### config.mk
export PLATFORM = sky130hd
export DESIGN_NAME = csto_top
export DESIGN_NICKNAME = d
export VERILOG_FILES = /design/src/hdl/csto_pkg.sv /design/src/hdl/csto_timer.sv /design/src/hdl/csto_top.sv
export SDC_FILE = /design/constraint.sdc
export NUM_CORES = 1
export LEC_CHECK = 0
export ABC_AREA = 1
export BUFFER_PORTS_ARGS = -buffer_cell sky130_fd_sc_hd__buf_4
export CELL_PAD_IN_SITES_DETAIL_PLACEMENT = 0
export CELL_PAD_IN_SITES_GLOBAL_PLACEMENT = 1
export CORE_MARGIN = 5
export CORE_UTILIZATION = 36
export DETAILED_ROUTE_END_ITERATION = 10
export GPL_TIMING_DRIVEN = 0
export MAX_ROUTING_LAYER = met4
export PLACE_DENSITY = 0.83
export REMOVE_ABC_BUFFERS = 1
export SETUP_SLACK_MARGIN = 0.05
export SYNTH_ARGS = -nofsm -noshare
export SYNTH_HDL_FRONTEND = slang
export SYNTH_SLANG_ARGS = --single-unit
### constraint.sdc
create_clock -name sys_clk -period 1.97 [get_ports sys_clk]
set_input_delay 0.197 -clock sys_clk [delete_from_list [all_inputs] [get_ports sys_clk]]
set_output_delay 0.197 -clock sys_clk [all_outputs]
set_load 0.05 [all_outputs]
### src/hdl/csto_pkg.sv
// Constants for the clock strap and timer pulse output block.
// Assumes a single 25 MHz system clock and no software register bus.
package csto_pkg;

    // =========================================================
    // Clock mode encodings
    localparam logic [2:0] CSTO_MODE_RESET = 3'h0;
    localparam int CSTO_MODE_W = 3;

    // =========================================================
    // Machine clock divider
    // Divide value: machine cycle = 2 * CSTO_HALF_DIV sys_clk cycles
    localparam logic [7:0] CSTO_HALF_DIV_DEFAULT = 8'h01;
    localparam logic [7:0] CSTO_CNT_RESET = 8'h00;

    // =========================================================
    // Timer defaults
    localparam int CSTO_TMR_W = 16;
    localparam logic [15:0] CSTO_TMR_RESET = 16'h0000;

    // Output phase state of the machine clock
    typedef enum logic [1:0] {
        CSTO_PH_HIGH = 2'b01,
        CSTO_PH_LOW = 2'b10
    } csto_phase_t;

endpackage : csto_pkg

### src/hdl/csto_timer.sv
// Down-counting timer that flags each pass below zero.
// Assumes a one-cycle tick marking each machine cycle.
`timescale 1ns/1ps
`default_nettype none
module csto_timer
    import csto_pkg::*;
(
    input wire logic sys_clk,
    input wire logic rstn,
    input wire logic tick,
    input wire logic [CSTO_TMR_W-1:0] period,
    output logic expire
);

    logic [CSTO_TMR_W-1:0] count_reg;

    // =========================================================
    // Count down once per machine cycle, reload on passing zero
    always_ff @(posedge sys_clk or negedge rstn) begin
        if (!rstn) begin
            count_reg <= CSTO_TMR_RESET;
            expire <= 1'b0;
        end else begin
            expire <= 1'b0;
            if (tick) begin
                if (count_reg == CSTO_TMR_RESET) begin
                    count_reg <= period;
                    expire <= 1'b1;
                end else begin
                    count_reg <= count_reg - 16'h0001;
                end
            end
        end
    end

endmodule : csto_timer
`default_nettype wire

### src/hdl/csto_top.sv
// Clock strap capture, machine clock output and timer pulse outputs.
// Assumes sys_clk stands for the selected clock source (oscillator or the
// external clock on osc_in_ext_clock); pins are two-signal tristates (value and enable).
// Straps must stand steady while rstn is low; mode_wr is dropped on the
// first edge after release, when the straps are caught once more.
//
// Notes on behaviour
// Machine clock output runs one full period per machine cycle, rising edges bound it.
// Machine clock output floats while output-float input is low.
// Straps are latched during reset into the clock mode register.
// Software may rewrite clock mode; straps ignored until next reset.
// An external clock on the oscillator input serves as the clock.
// Timer A pulse is one machine clock cycle wide on each expiry.
// Timer B pulses each time it counts down past zero.
// Timer B pulse lasts exactly one machine clock cycle.
// Timer B pulse reaches shared pin only while host port disabled.
// Timer A output floats while output-float input is low.
// Timer B shared pin floats while output-float input is low.
// Reset stops and reinitialises clock generator and both timers.
// Timer pulses are high-going and change only on machine clock edges.
`timescale 1ns/1ps
`default_nettype none
module csto_top
    import csto_pkg::*;
(
    input wire logic sys_clk,
    input wire logic rstn,
    input wire logic osc_in_ext_clock,
    input wire logic ext_clock_sel,
    input wire logic output_float_n,
    input wire logic clock_mode_strap_a,
    input wire logic clock_mode_strap_b,
    input wire logic clock_mode_strap_c,
    input wire logic mode_wr,
    input wire logic [CSTO_MODE_W-1:0] mode_wdata,
    input wire logic [7:0] half_div,
    input wire logic [CSTO_TMR_W-1:0] timer_a_period,
    input wire logic [CSTO_TMR_W-1:0] timer_b_period,
    input wire logic host_port_enable,
    input wire logic host_irq_in,
    output logic [CSTO_MODE_W-1:0] clock_mode,
    output logic clock_src_ext,
    output logic machine_clock_out,
    output logic machine_clock_oe,
    output logic timer_a_pulse_out,
    output logic timer_a_oe,
    output logic host_irq_out,
    output logic host_irq_oe
);

    logic strap_done_reg;
    logic [7:0] cnt_reg;
    csto_phase_t phase_reg;
    logic mc_rise;
    logic a_exp;
    logic b_exp;
    logic a_hold_reg;
    logic b_hold_reg;
    logic [7:0] div_eff;
    logic mc_wrap;
    logic b_level_reg;
    logic b_next;

    // =========================================================
    // Clock mode register: straps caught while reset is low
    // strap_done_reg lets the first edge after release catch them too,
    // and from then on the straps are ignored until the next reset.
    always_ff @(posedge sys_clk or negedge rstn) begin
        if (!rstn) begin
            strap_done_reg <= 1'b0;
        end else begin
            strap_done_reg <= 1'b1;
        end
    end

    always_ff @(posedge sys_clk) begin
        if (!rstn || !strap_done_reg) begin
            clock_mode <= {clock_mode_strap_c, clock_mode_strap_b,
                clock_mode_strap_a};
        end else if (mode_wr) begin
            clock_mode <= mode_wdata;
        end
    end

    // =========================================================
    // Source select status: external clock on the oscillator pin
    // sys_clk already stands for whichever source the board selected.
    always_ff @(posedge sys_clk or negedge rstn) begin
        if (!rstn) begin
            clock_src_ext <= 1'b0;
        end else begin
            clock_src_ext <= ext_clock_sel;
        end
    end

    // =========================================================
    // Machine clock generator
    // A half_div of zero counts as one; the >= compare would wrap every sys_clk anyway
    assign div_eff = (half_div == CSTO_CNT_RESET) ?
        CSTO_HALF_DIV_DEFAULT : half_div;

    // Last sys_clk of a half machine cycle; a new half_div takes effect
    // within the half cycle under way
    assign mc_wrap = (cnt_reg + 8'h01) >= div_eff;

    always_ff @(posedge sys_clk or negedge rstn) begin
        if (!rstn) begin
            cnt_reg <= CSTO_CNT_RESET;
            phase_reg <= CSTO_PH_LOW;
        end else if (mc_wrap) begin
            cnt_reg <= CSTO_CNT_RESET;
            case (phase_reg)
                CSTO_PH_HIGH: phase_reg <= CSTO_PH_LOW;
                CSTO_PH_LOW: phase_reg <= CSTO_PH_HIGH;
                default: phase_reg <= CSTO_PH_LOW;
            endcase
        end else begin
            cnt_reg <= cnt_reg + 8'h01;
        end
    end

    // One-cycle strobe at each coming rising edge of the machine clock
    assign mc_rise = mc_wrap && (phase_reg == CSTO_PH_LOW);

    // Machine clock pin and its enable; the enable lags the float input
    always_ff @(posedge sys_clk or negedge rstn) begin
        if (!rstn) begin
            machine_clock_out <= 1'b0;
            machine_clock_oe <= 1'b0;
        end else begin
            machine_clock_out <= mc_rise ? 1'b1
                : (mc_wrap ? 1'b0 : machine_clock_out);
            machine_clock_oe <= output_float_n;
        end
    end

    // =========================================================
    // Timers counting machine cycles
    // Each reloads its period on passing zero, so it expires every
    // period + 1 machine cycles; both start from zero after reset.
    csto_timer u_timer_a (
        .sys_clk(sys_clk),
        .rstn(rstn),
        .tick(mc_rise),
        .period(timer_a_period),
        .expire(a_exp)
    );

    csto_timer u_timer_b (
        .sys_clk(sys_clk),
        .rstn(rstn),
        .tick(mc_rise),
        .period(timer_b_period),
        .expire(b_exp)
    );

    // =========================================================
    // Expiry pending flags
    // The timer flags an expiry one sys_clk after the tick that caused
    // it, so the flag waits here for the next machine clock rising edge,
    // where the pin pulse begins. The set wins over the clear, so an
    // expiry that lands on that edge is kept for the following one.
    always_ff @(posedge sys_clk or negedge rstn) begin
        if (!rstn) begin
            a_hold_reg <= 1'b0;
        end else if (a_exp) begin
            a_hold_reg <= 1'b1;
        end else if (mc_rise) begin
            a_hold_reg <= 1'b0;
        end
    end

    always_ff @(posedge sys_clk or negedge rstn) begin
        if (!rstn) begin
            b_hold_reg <= 1'b0;
        end else if (b_exp) begin
            b_hold_reg <= 1'b1;
        end else if (mc_rise) begin
            b_hold_reg <= 1'b0;
        end
    end

    // =========================================================
    // Timer B pulse level
    // Renewed only at machine clock rising edges, so a pulse spans one
    // whole machine cycle whatever the divider.
    assign b_next = mc_rise ? b_hold_reg : b_level_reg;

    always_ff @(posedge sys_clk or negedge rstn) begin
        if (!rstn) begin
            b_level_reg <= 1'b0;
        end else begin
            b_level_reg <= b_next;
        end
    end

    // =========================================================
    // Timer A pin: high from one machine clock rising edge to the next
    always_ff @(posedge sys_clk or negedge rstn) begin
        if (!rstn) begin
            timer_a_pulse_out <= 1'b0;
            timer_a_oe <= 1'b0;
        end else begin
            if (mc_rise) begin
                timer_a_pulse_out <= a_hold_reg;
            end
            timer_a_oe <= output_float_n;
        end
    end

    // =========================================================
    // Shared pin: host interrupt while the host port is enabled, else
    // the timer B pulse; both follow the same float input
    always_ff @(posedge sys_clk or negedge rstn) begin
        if (!rstn) begin
            host_irq_out <= 1'b0;
            host_irq_oe <= 1'b0;
        end else begin
            host_irq_out <= host_port_enable ? host_irq_in : b_next;
            host_irq_oe <= output_float_n;
        end
    end

endmodule : csto_top
`default_nettype wire

==> reports/results.ini, run 1 <==
[synthesis]
synthFlopType=dfrtp_1
synth_xor_area_share_pct=3.992
synth-seq-cells=56
yosysWarnings=0
synth_top_family_by_area=simple AND/OR/NAND/NOR gates
muxShareOfSynthArea_pct=0
async_flop_share_pct=94.64
synthCells=538
syn_avg_cell_area_sq_um=6.933
yosysSeqAreaShare_pct=38.01
ys_types=38
synth.cell_area_sq_mm=0.003730
synth_compound_area_share_pct=3.522
synth_edf_count=3
synth-simple-area-share_pct=39.89
synth_adder_area_share_pct=4.361

[timing]
rsz0062_at_grt=true
fin_crit_ns=2.368
setup_slack_ns=-0.3983
finalSetupTns_ns=-16.25
finalSetupViolations=50
hold_viol=0
fin_crit_sh_pct=120.2
max_freq_ghz=0.4223
skew_ns=0.01500
max_slew.worst_pin.slew_ns=1.277
slew_headroom_pct=14.54
drv_slew=0

[routing]
vias=3506
antenna_left=0
drtIter0Drc=181
drtPass1Iterations=4
drc=0
avgViaCountPerCell=4.656
drt_wl_total_microns=9602
avgRoutedWirePerCell_microns=12.75

[setup_path]
rrSetupSlack_ns=-0.40
regToRegStartpoint=cnt_reg[4]
rr_endpoint=u_timer_b.count_reg[15]
reg2regPathDepth=11
worstSetupPathType=reg2reg
cp_max_fo=6
crit_path_start_kind=flop
cp.required_ns=2.18
cp.arrival_ns=2.58
cp-end-kind=flop

[floorplan]
dieArea_sq_mm=0.01250
core_area_sq_mm=0.01023
pin_count=64
die_w_microns=111.8
start_util_pct=36.46
core.rowCount=37
die_y_microns=111.8

[clocking]
htreeDepth=2
clk-insertion-delay-late_ns=0.31
numCtsBuffers=5
clock_tree.root_cell=clkbuf_8
clockBufferDepth=2
cts_sinks=56
clk_pin_slew_ns=0.10
tritoncts=built

[global_route]
grt_pass1_wl_microns=15370
met2_usage_pct=23.34
grt_max_degree=55
gr-usage-met3_pct=2.500
use_met1_pct=20.80
grt_usage_pct=15.09
grt_overflow_total=0
antenna_found_initial=0
grt_pass1_vias=3259
busiest_layer=met2

[final_layout]
areaGrowthSynthToFinish_pct=29.55
finish.net_count=683
antenna_cells=0
mostFrequentLayoutCell=nand2_1
utilization_pct=47.23
final_area_sq_mm=0.004832
layout-drive-gt1-share_pct=25.93
layout_common_cells=181 x nand2_1, 70 x buf_4, 65 x inv_1, 52 x dfrtp_1, 47 x nand3_1

[outcome]
violations=negative setup slack
status=finished with violations

[min_path]
hold_class=in2reg
hold_end=host_irq_out
worstHoldPathCells=3
min_from=host_irq_in

[power]
ir_worst_vdd_v=0.0004621
power_density_mw_per_mm2=1282
p_leak_uw=0.002557

[run]
cap_violations=0

[placement]
port_buffers=62
gp_congestion=0.8353
hpwl_microns=6104
place_area_sq_mm=0.004257

[stage by stage]
stage / std cells / hold slack (ns) / power, uW / setup WS, ns
after floorplan: 524 / -0.09859 / 4158 / -0.5368
after detailed placement: 722 / 0.3015 / 4855 / -1.153
final: 753 / 0.08653 / 6195 / -0.3983
after global placement: 722 / 0.2962 / 4780 / -1.136
after CTS: 746 / 0.08215 / 5860 / -0.2980
after global routing: 753 / 0.1012 / 6795 / -0.5264
[worst max-delay path, stage by stage (launching register included)]
cell and delay (ns):
dfrtp_1 0.44, nand4_1 0.14, or2_2 0.33, xor2_2 0.16, ha_1 0.32, nand2_2 0.08
o21a_4 0.24, nand2_8 0.12, nand2_8 0.12, buf_12 0.22, nand2_1 0.05, nand2_1 0.05
[cells in the mapped netlist (2+ instances only)]
library cell | count | share of area [%]
a21oi_1 | 2 | 0.27
and2_1 | 2 | 0.34
buf_2 | 5 | 0.67
buf_4 | 2 | 0.40
buf_6 | 4 | 1.2
dfrtp_1 | 52 | 35
edfxtp_1 | 3 | 2.4
ha_1 | 13 | 4.4
inv_1 | 67 | 6.7
nand2_1 | 203 | 20
nand2_2 | 6 | 1.0
nand3_1 | 49 | 6.6
nand4_1 | 6 | 1.0
nor2_1 | 49 | 4.9
nor2_2 | 5 | 0.84
nor2_4 | 5 | 1.5
nor3_1 | 6 | 0.81
nor3_2 | 2 | 0.54
o21ai_0 | 15 | 2.0
o21ai_1 | 3 | 0.40
o21bai_1 | 2 | 0.40
or2_0 | 3 | 0.50
or2_2 | 4 | 0.67
xnor2_1 | 3 | 0.70
xor2_1 | 14 | 3.3
[worst max path at each step]
stage / slack, ns / endpoint / startpoint
floorplan: -0.54 / u_timer_a.count_reg[0] / cnt_reg[0]
global placement: -1.14 / u_timer_a.count_reg[14] / cnt_reg[0]
detailed placement: -1.15 / u_timer_b.count_reg[2] / cnt_reg[0]
CTS: -0.30 / u_timer_a.count_reg[8] / cnt_reg[0]
global route: -0.53 / u_timer_b.count_reg[10] / cnt_reg[4]
finish: -0.40 / u_timer_b.count_reg[15] / cnt_reg[4]
[cell type report]
class                           count  area, sq um
Fill cell                        1029         5399
Multi-Input combinational cell    401         2168
Sequential cell                    56         1418
Timing Repair Buffer               77        626.9
Inverter                           70        285.3
Tap cell                          136        170.2
Clock buffer                        7        86.33
Timing Repair inverter              5        70.07
Clock inverter                      1        7.507
[where the power goes]
| group | switching [uW] | internal [uW] | total (uW) |
|---|---|---|---|
| Sequential | 356 | 1550 | 1900 |
| Combinational | 2230 | 1390 | 3620 |
| Clock | 389 | 287 | 677 |
[what timing repair did]
action                                  in CTS  in global routing
cloned                                       3                  5
endpoints found under the setup margin      50                 53
hold buffers                                 3                  0
gates resized for setup                     14                 64
buffers inserted                            10                  2
hold endpoints to repair                    54                  0
pin swaps                                    5                 22
[cell families (layout without fill, tap and decap cells)]
logic type	after synthesis	in the layout
adders and majority gates	13	13
AOI/OAI and AO/OA	24	24
and+or+nand+nor	343	346
xor gates and xnor gates	17	17
DFF	56	56
other	1	1
buffers and inverters	84	160
[per-layer routing]
metal  part of all wire, %  routed length (microns)
met2                    46                     4426
met4                   1.6                      150
met5                     0                        0
met1                    46                     4446
met3                   6.0                      578
(Power assumes the default switching activity.)
==> run 2: changes to the inputs <==
--- a/config.mk
+++ b/config.mk
@@ -10,13 +10,14 @@
 export CELL_PAD_IN_SITES_DETAIL_PLACEMENT = 0
 export CELL_PAD_IN_SITES_GLOBAL_PLACEMENT = 1
 export CORE_MARGIN = 5
-export CORE_UTILIZATION = 36
+export CORE_UTILIZATION = 37
 export DETAILED_ROUTE_END_ITERATION = 10
 export GPL_TIMING_DRIVEN = 0
 export MAX_ROUTING_LAYER = met4
-export PLACE_DENSITY = 0.83
+export PLACE_DENSITY = 0.84
 export REMOVE_ABC_BUFFERS = 1
 export SETUP_SLACK_MARGIN = 0.05
 export SYNTH_ARGS = -nofsm -noshare
 export SYNTH_HDL_FRONTEND = slang
+export SYNTH_HIERARCHICAL = 1
 export SYNTH_SLANG_ARGS = --single-unit
==> reports/results.ini, run 2 <==
[clocking]
cts_sinks=56  ; unchanged
htreeDepth=2  ; unchanged
numCtsBuffers=5  ; unchanged
clockBufferDepth=2  ; unchanged
clk_pin_slew_ns=0.10  ; about the same
clk-insertion-delay-late_ns=0.31  ; about the same
clock_tree.root_cell=clkbuf_8  ; unchanged
tritoncts=built  ; unchanged

[setup_path]
crit_path_start_kind=flop  ; unchanged
rrSetupSlack_ns=-0.52  ; was -0.40 ns
regToRegStartpoint=cnt_reg[0]  ; was cnt_reg[4]
cp-end-kind=flop  ; unchanged
cp.required_ns=2.18  ; about the same
cp.arrival_ns=2.70  ; was 2.58 ns
rr_endpoint=u_timer_b/count_reg[12]  ; was u_timer_b.count_reg[15]
startpoint=cnt_reg[0]  ; was cnt_reg[4]
cp_max_fo=7  ; was 6
crit_path_end=u_timer_b/count_reg[12]  ; was u_timer_b.count_reg[15]
reg2regPathDepth=15  ; was 11
worstSetupPathType=reg2reg  ; unchanged

[routing]
avgViaCountPerCell=4.624  ; was 4.656
drt_wl_total_microns=9701  ; was 9602 microns
drc=0  ; unchanged
vias=3616  ; was 3,506
antenna_left=0  ; unchanged
avgRoutedWirePerCell_microns=12.41  ; was 12.75 microns
drtPass1Iterations=4  ; unchanged
drtIter0Drc=236  ; was 181

[timing]
fin_crit_sh_pct=126.6  ; was 120.2%
fin_crit_ns=2.495  ; was 2.368 ns
slew_headroom_pct=65.36  ; was 14.54%
fin_hold_ws_ns=0.09354  ; was 0.08653 ns
finalSetupViolations=50  ; unchanged
rsz0062_at_grt=true  ; unchanged
skew_ns=0.01083  ; was 0.01500 ns
max_slew.worst_pin.slew_ns=0.5196  ; was 1.277 ns
drv_slew=0  ; unchanged
setup_slack_ns=-0.5250  ; was -0.3983 ns
max_freq_ghz=0.4008  ; was 0.4223 GHz
finalSetupTns_ns=-19.78  ; was -16.25 ns
hold_viol=0  ; unchanged

[synthesis]
synth-seq-cells=56  ; unchanged
synth_most_common_cell=nand2_1  ; unchanged
yosysTopAreaCellShare_pct=33.14  ; was 34.89%
synthCells=566  ; was 538
async_flop_share_pct=94.64  ; unchanged
syn_avg_cell_area_sq_um=6.937  ; was 6.933 sq um
yosysSeqAreaShare_pct=36.11  ; was 38.01%
synthTopCellsByCount=189 x nand2_1, 89 x inv_1, 69 x nand3_1, 52 x dfrtp_1, 50 x nor2_1  ; was 203 x nand2_1, 67 x inv_1, 52 x dfrtp_1, 49 x nand3_1, 49 x nor2_1
synth_edf_count=3  ; unchanged
yosys.area.top_type=dfrtp_1  ; unchanged
synthFlopType=dfrtp_1  ; unchanged
ys_types=32  ; was 38
synth.area.top_cells=dfrtp_1 33%, nand2_1 18%, nand3_1 8.8%  ; was dfrtp_1 35%, nand2_1 20%, inv_1 6.7%
yosysWarnings=6  ; was 0
synth.cell_area_sq_mm=0.003926  ; was 0.003730 sq mm

[global_route]
grt_usage_pct=15.82  ; was 15.09%
antenna_found_initial=0  ; unchanged
grt_max_degree=55  ; unchanged
grt_overflow_total=0  ; unchanged
grt_pass1_vias=3494  ; was 3,259
grt_pass1_wl_microns=16270  ; was 15,370 microns

[run]
cap_violations=0  ; unchanged

[final_layout]
antenna_cells=0  ; unchanged
mostFrequentLayoutCell=nand2_1  ; unchanged
fillCellCount=1033  ; was 1,029
areaGrowthSynthToFinish_pct=26.67  ; was 29.55%
multi_input_area_sq_mm=0.002255  ; was 0.002168 sq mm
layout_common_cells=172 x nand2_1, 85 x inv_1, 71 x buf_4, 66 x nand3_1, 52 x dfrtp_1  ; was 181 x nand2_1, 70 x buf_4, 65 x inv_1, 52 x dfrtp_1, 47 x nand3_1
utilization_pct=48.18  ; was 47.23%
seqCellArea_sq_mm=0.001418  ; unchanged
finish.net_count=712  ; was 683
fin_cells=782  ; was 753
layout-drive-gt1-share_pct=24.92  ; was 25.93%

[min_path]
hold_class=in2reg  ; unchanged

[floorplan]
core.rowCount=37  ; unchanged
core_area_sq_mm=0.01032  ; was 0.01023 sq mm
die_y_microns=113.0  ; was 111.8 microns
pin_count=64  ; unchanged
start_util_pct=38.03  ; was 36.46%
die_w_microns=113.0  ; was 111.8 microns
dieArea_sq_mm=0.01277  ; was 0.01250 sq mm

[placement]
port_buffers=62  ; unchanged
dp_cells=755  ; was 722
gp_congestion=0.8578  ; was 0.8353
hpwl_microns=6728  ; was 6104 microns

[outcome]
violations=negative setup slack  ; unchanged
status=finished with violations  ; unchanged

[power]
total_power_uw=5773  ; was 6195 uW
p_leak_uw=0.002732  ; was 0.002557 uW
power_density_mw_per_mm2=1161  ; was 1282 mW/mm^2
ir_worst_vdd_v=0.0005905  ; was 0.0004621 V

-- run 2: metrics by stage --
step	area (sq um)	setup WS, ns
2_1_floorplan	3870	-0.9796
3_3_place_gp	4506	-1.763
3_5_place_dp	4506	-1.780
4_1_cts	4933	-0.4840
5_1_grt	4974	-0.6930
6_report	4974	-0.5250
-- run 2: worst min path at each step --
stage,start,end,depth (start not counted)
floorplan,rstn,a_hold_reg,0
global placement,rstn,u_timer_b/count_reg[14],1
detailed placement,rstn,u_timer_b/count_reg[14],1
CTS,timer_a_period[8],u_timer_a/count_reg[8],3
global route,timer_a_period[8],u_timer_a/count_reg[8],3
finish,timer_a_period[2],u_timer_a/count_reg[2],3
-- run 2: kinds of logic after synthesis --
family	count (synthesis)	synth area share, %
flip-flops	56	36.11
AND/OR/NAND/NOR	364	44.55
other	1	0.09551
buffers and inverters	103	10.42
XOR/XNOR	6	1.338
AO/OA/AOI/OAI	23	3.346
adder cells (fa/ha/maj)	13	4.143
-- run 2: where the power goes --
| group | leakage, uW | switching, uW | internal (uW) |
|---|---|---|---|
| combinational | 0.00197 | 2120 | 1220 |
| clock | 0.0000414 | 400 | 255 |
| sequential | 0.000716 | 295 | 1490 |
| total | 0.00273 | 2810 | 2960 |
-- run 2: final cells by class --
cell class / instances / area share [%]
clock buffer: 6 / 1.459
clock inverter: 2 / 0.3270
inverter: 94 / 7.572
multi-input combinational: 407 / 45.33
sequential: 56 / 28.50
tap: 136 / 3.421
timing repair buffer: 79 / 12.88
timing repair inverter: 2 / 0.5031
-- run 2: repair_timing --
action	4_1_cts	5_1_grt
pin swaps	31	4
cloned	2	0
gates resized for setup	49	8
setup endpoints to repair	50	53
buffers inserted	13	1
hold endpoints to repair	54	0
hold buffers	3	0
-- run 2: worst max-delay path, stage by stage, from the launching register on --
cell and delay, ns:
dfrtp_1 0.40, ha_2 0.21, nand2_2 0.06, inv_2 0.08, nand4_1 0.09, xor2_1 0.20, ha_1 0.33, nand2_4 0.07
o21a_4 0.22, nand2_8 0.07, nand2_8 0.07, inv_16 0.09, clkinvlp_4 0.19, buf_12 0.20, nand2_2 0.05, nand2_1 0.04
-- run 2: routing by layer --
metal  wire length, microns  global-route usage (%)  vias to the layer above
li1                       -                       -                     1903
met1                   4720                   21.53                     1644
met2                   4495                   25.24                       63
met3                    400                   2.406                        6
met4                     84                   3.045                        0
met5                      0                       -                        -
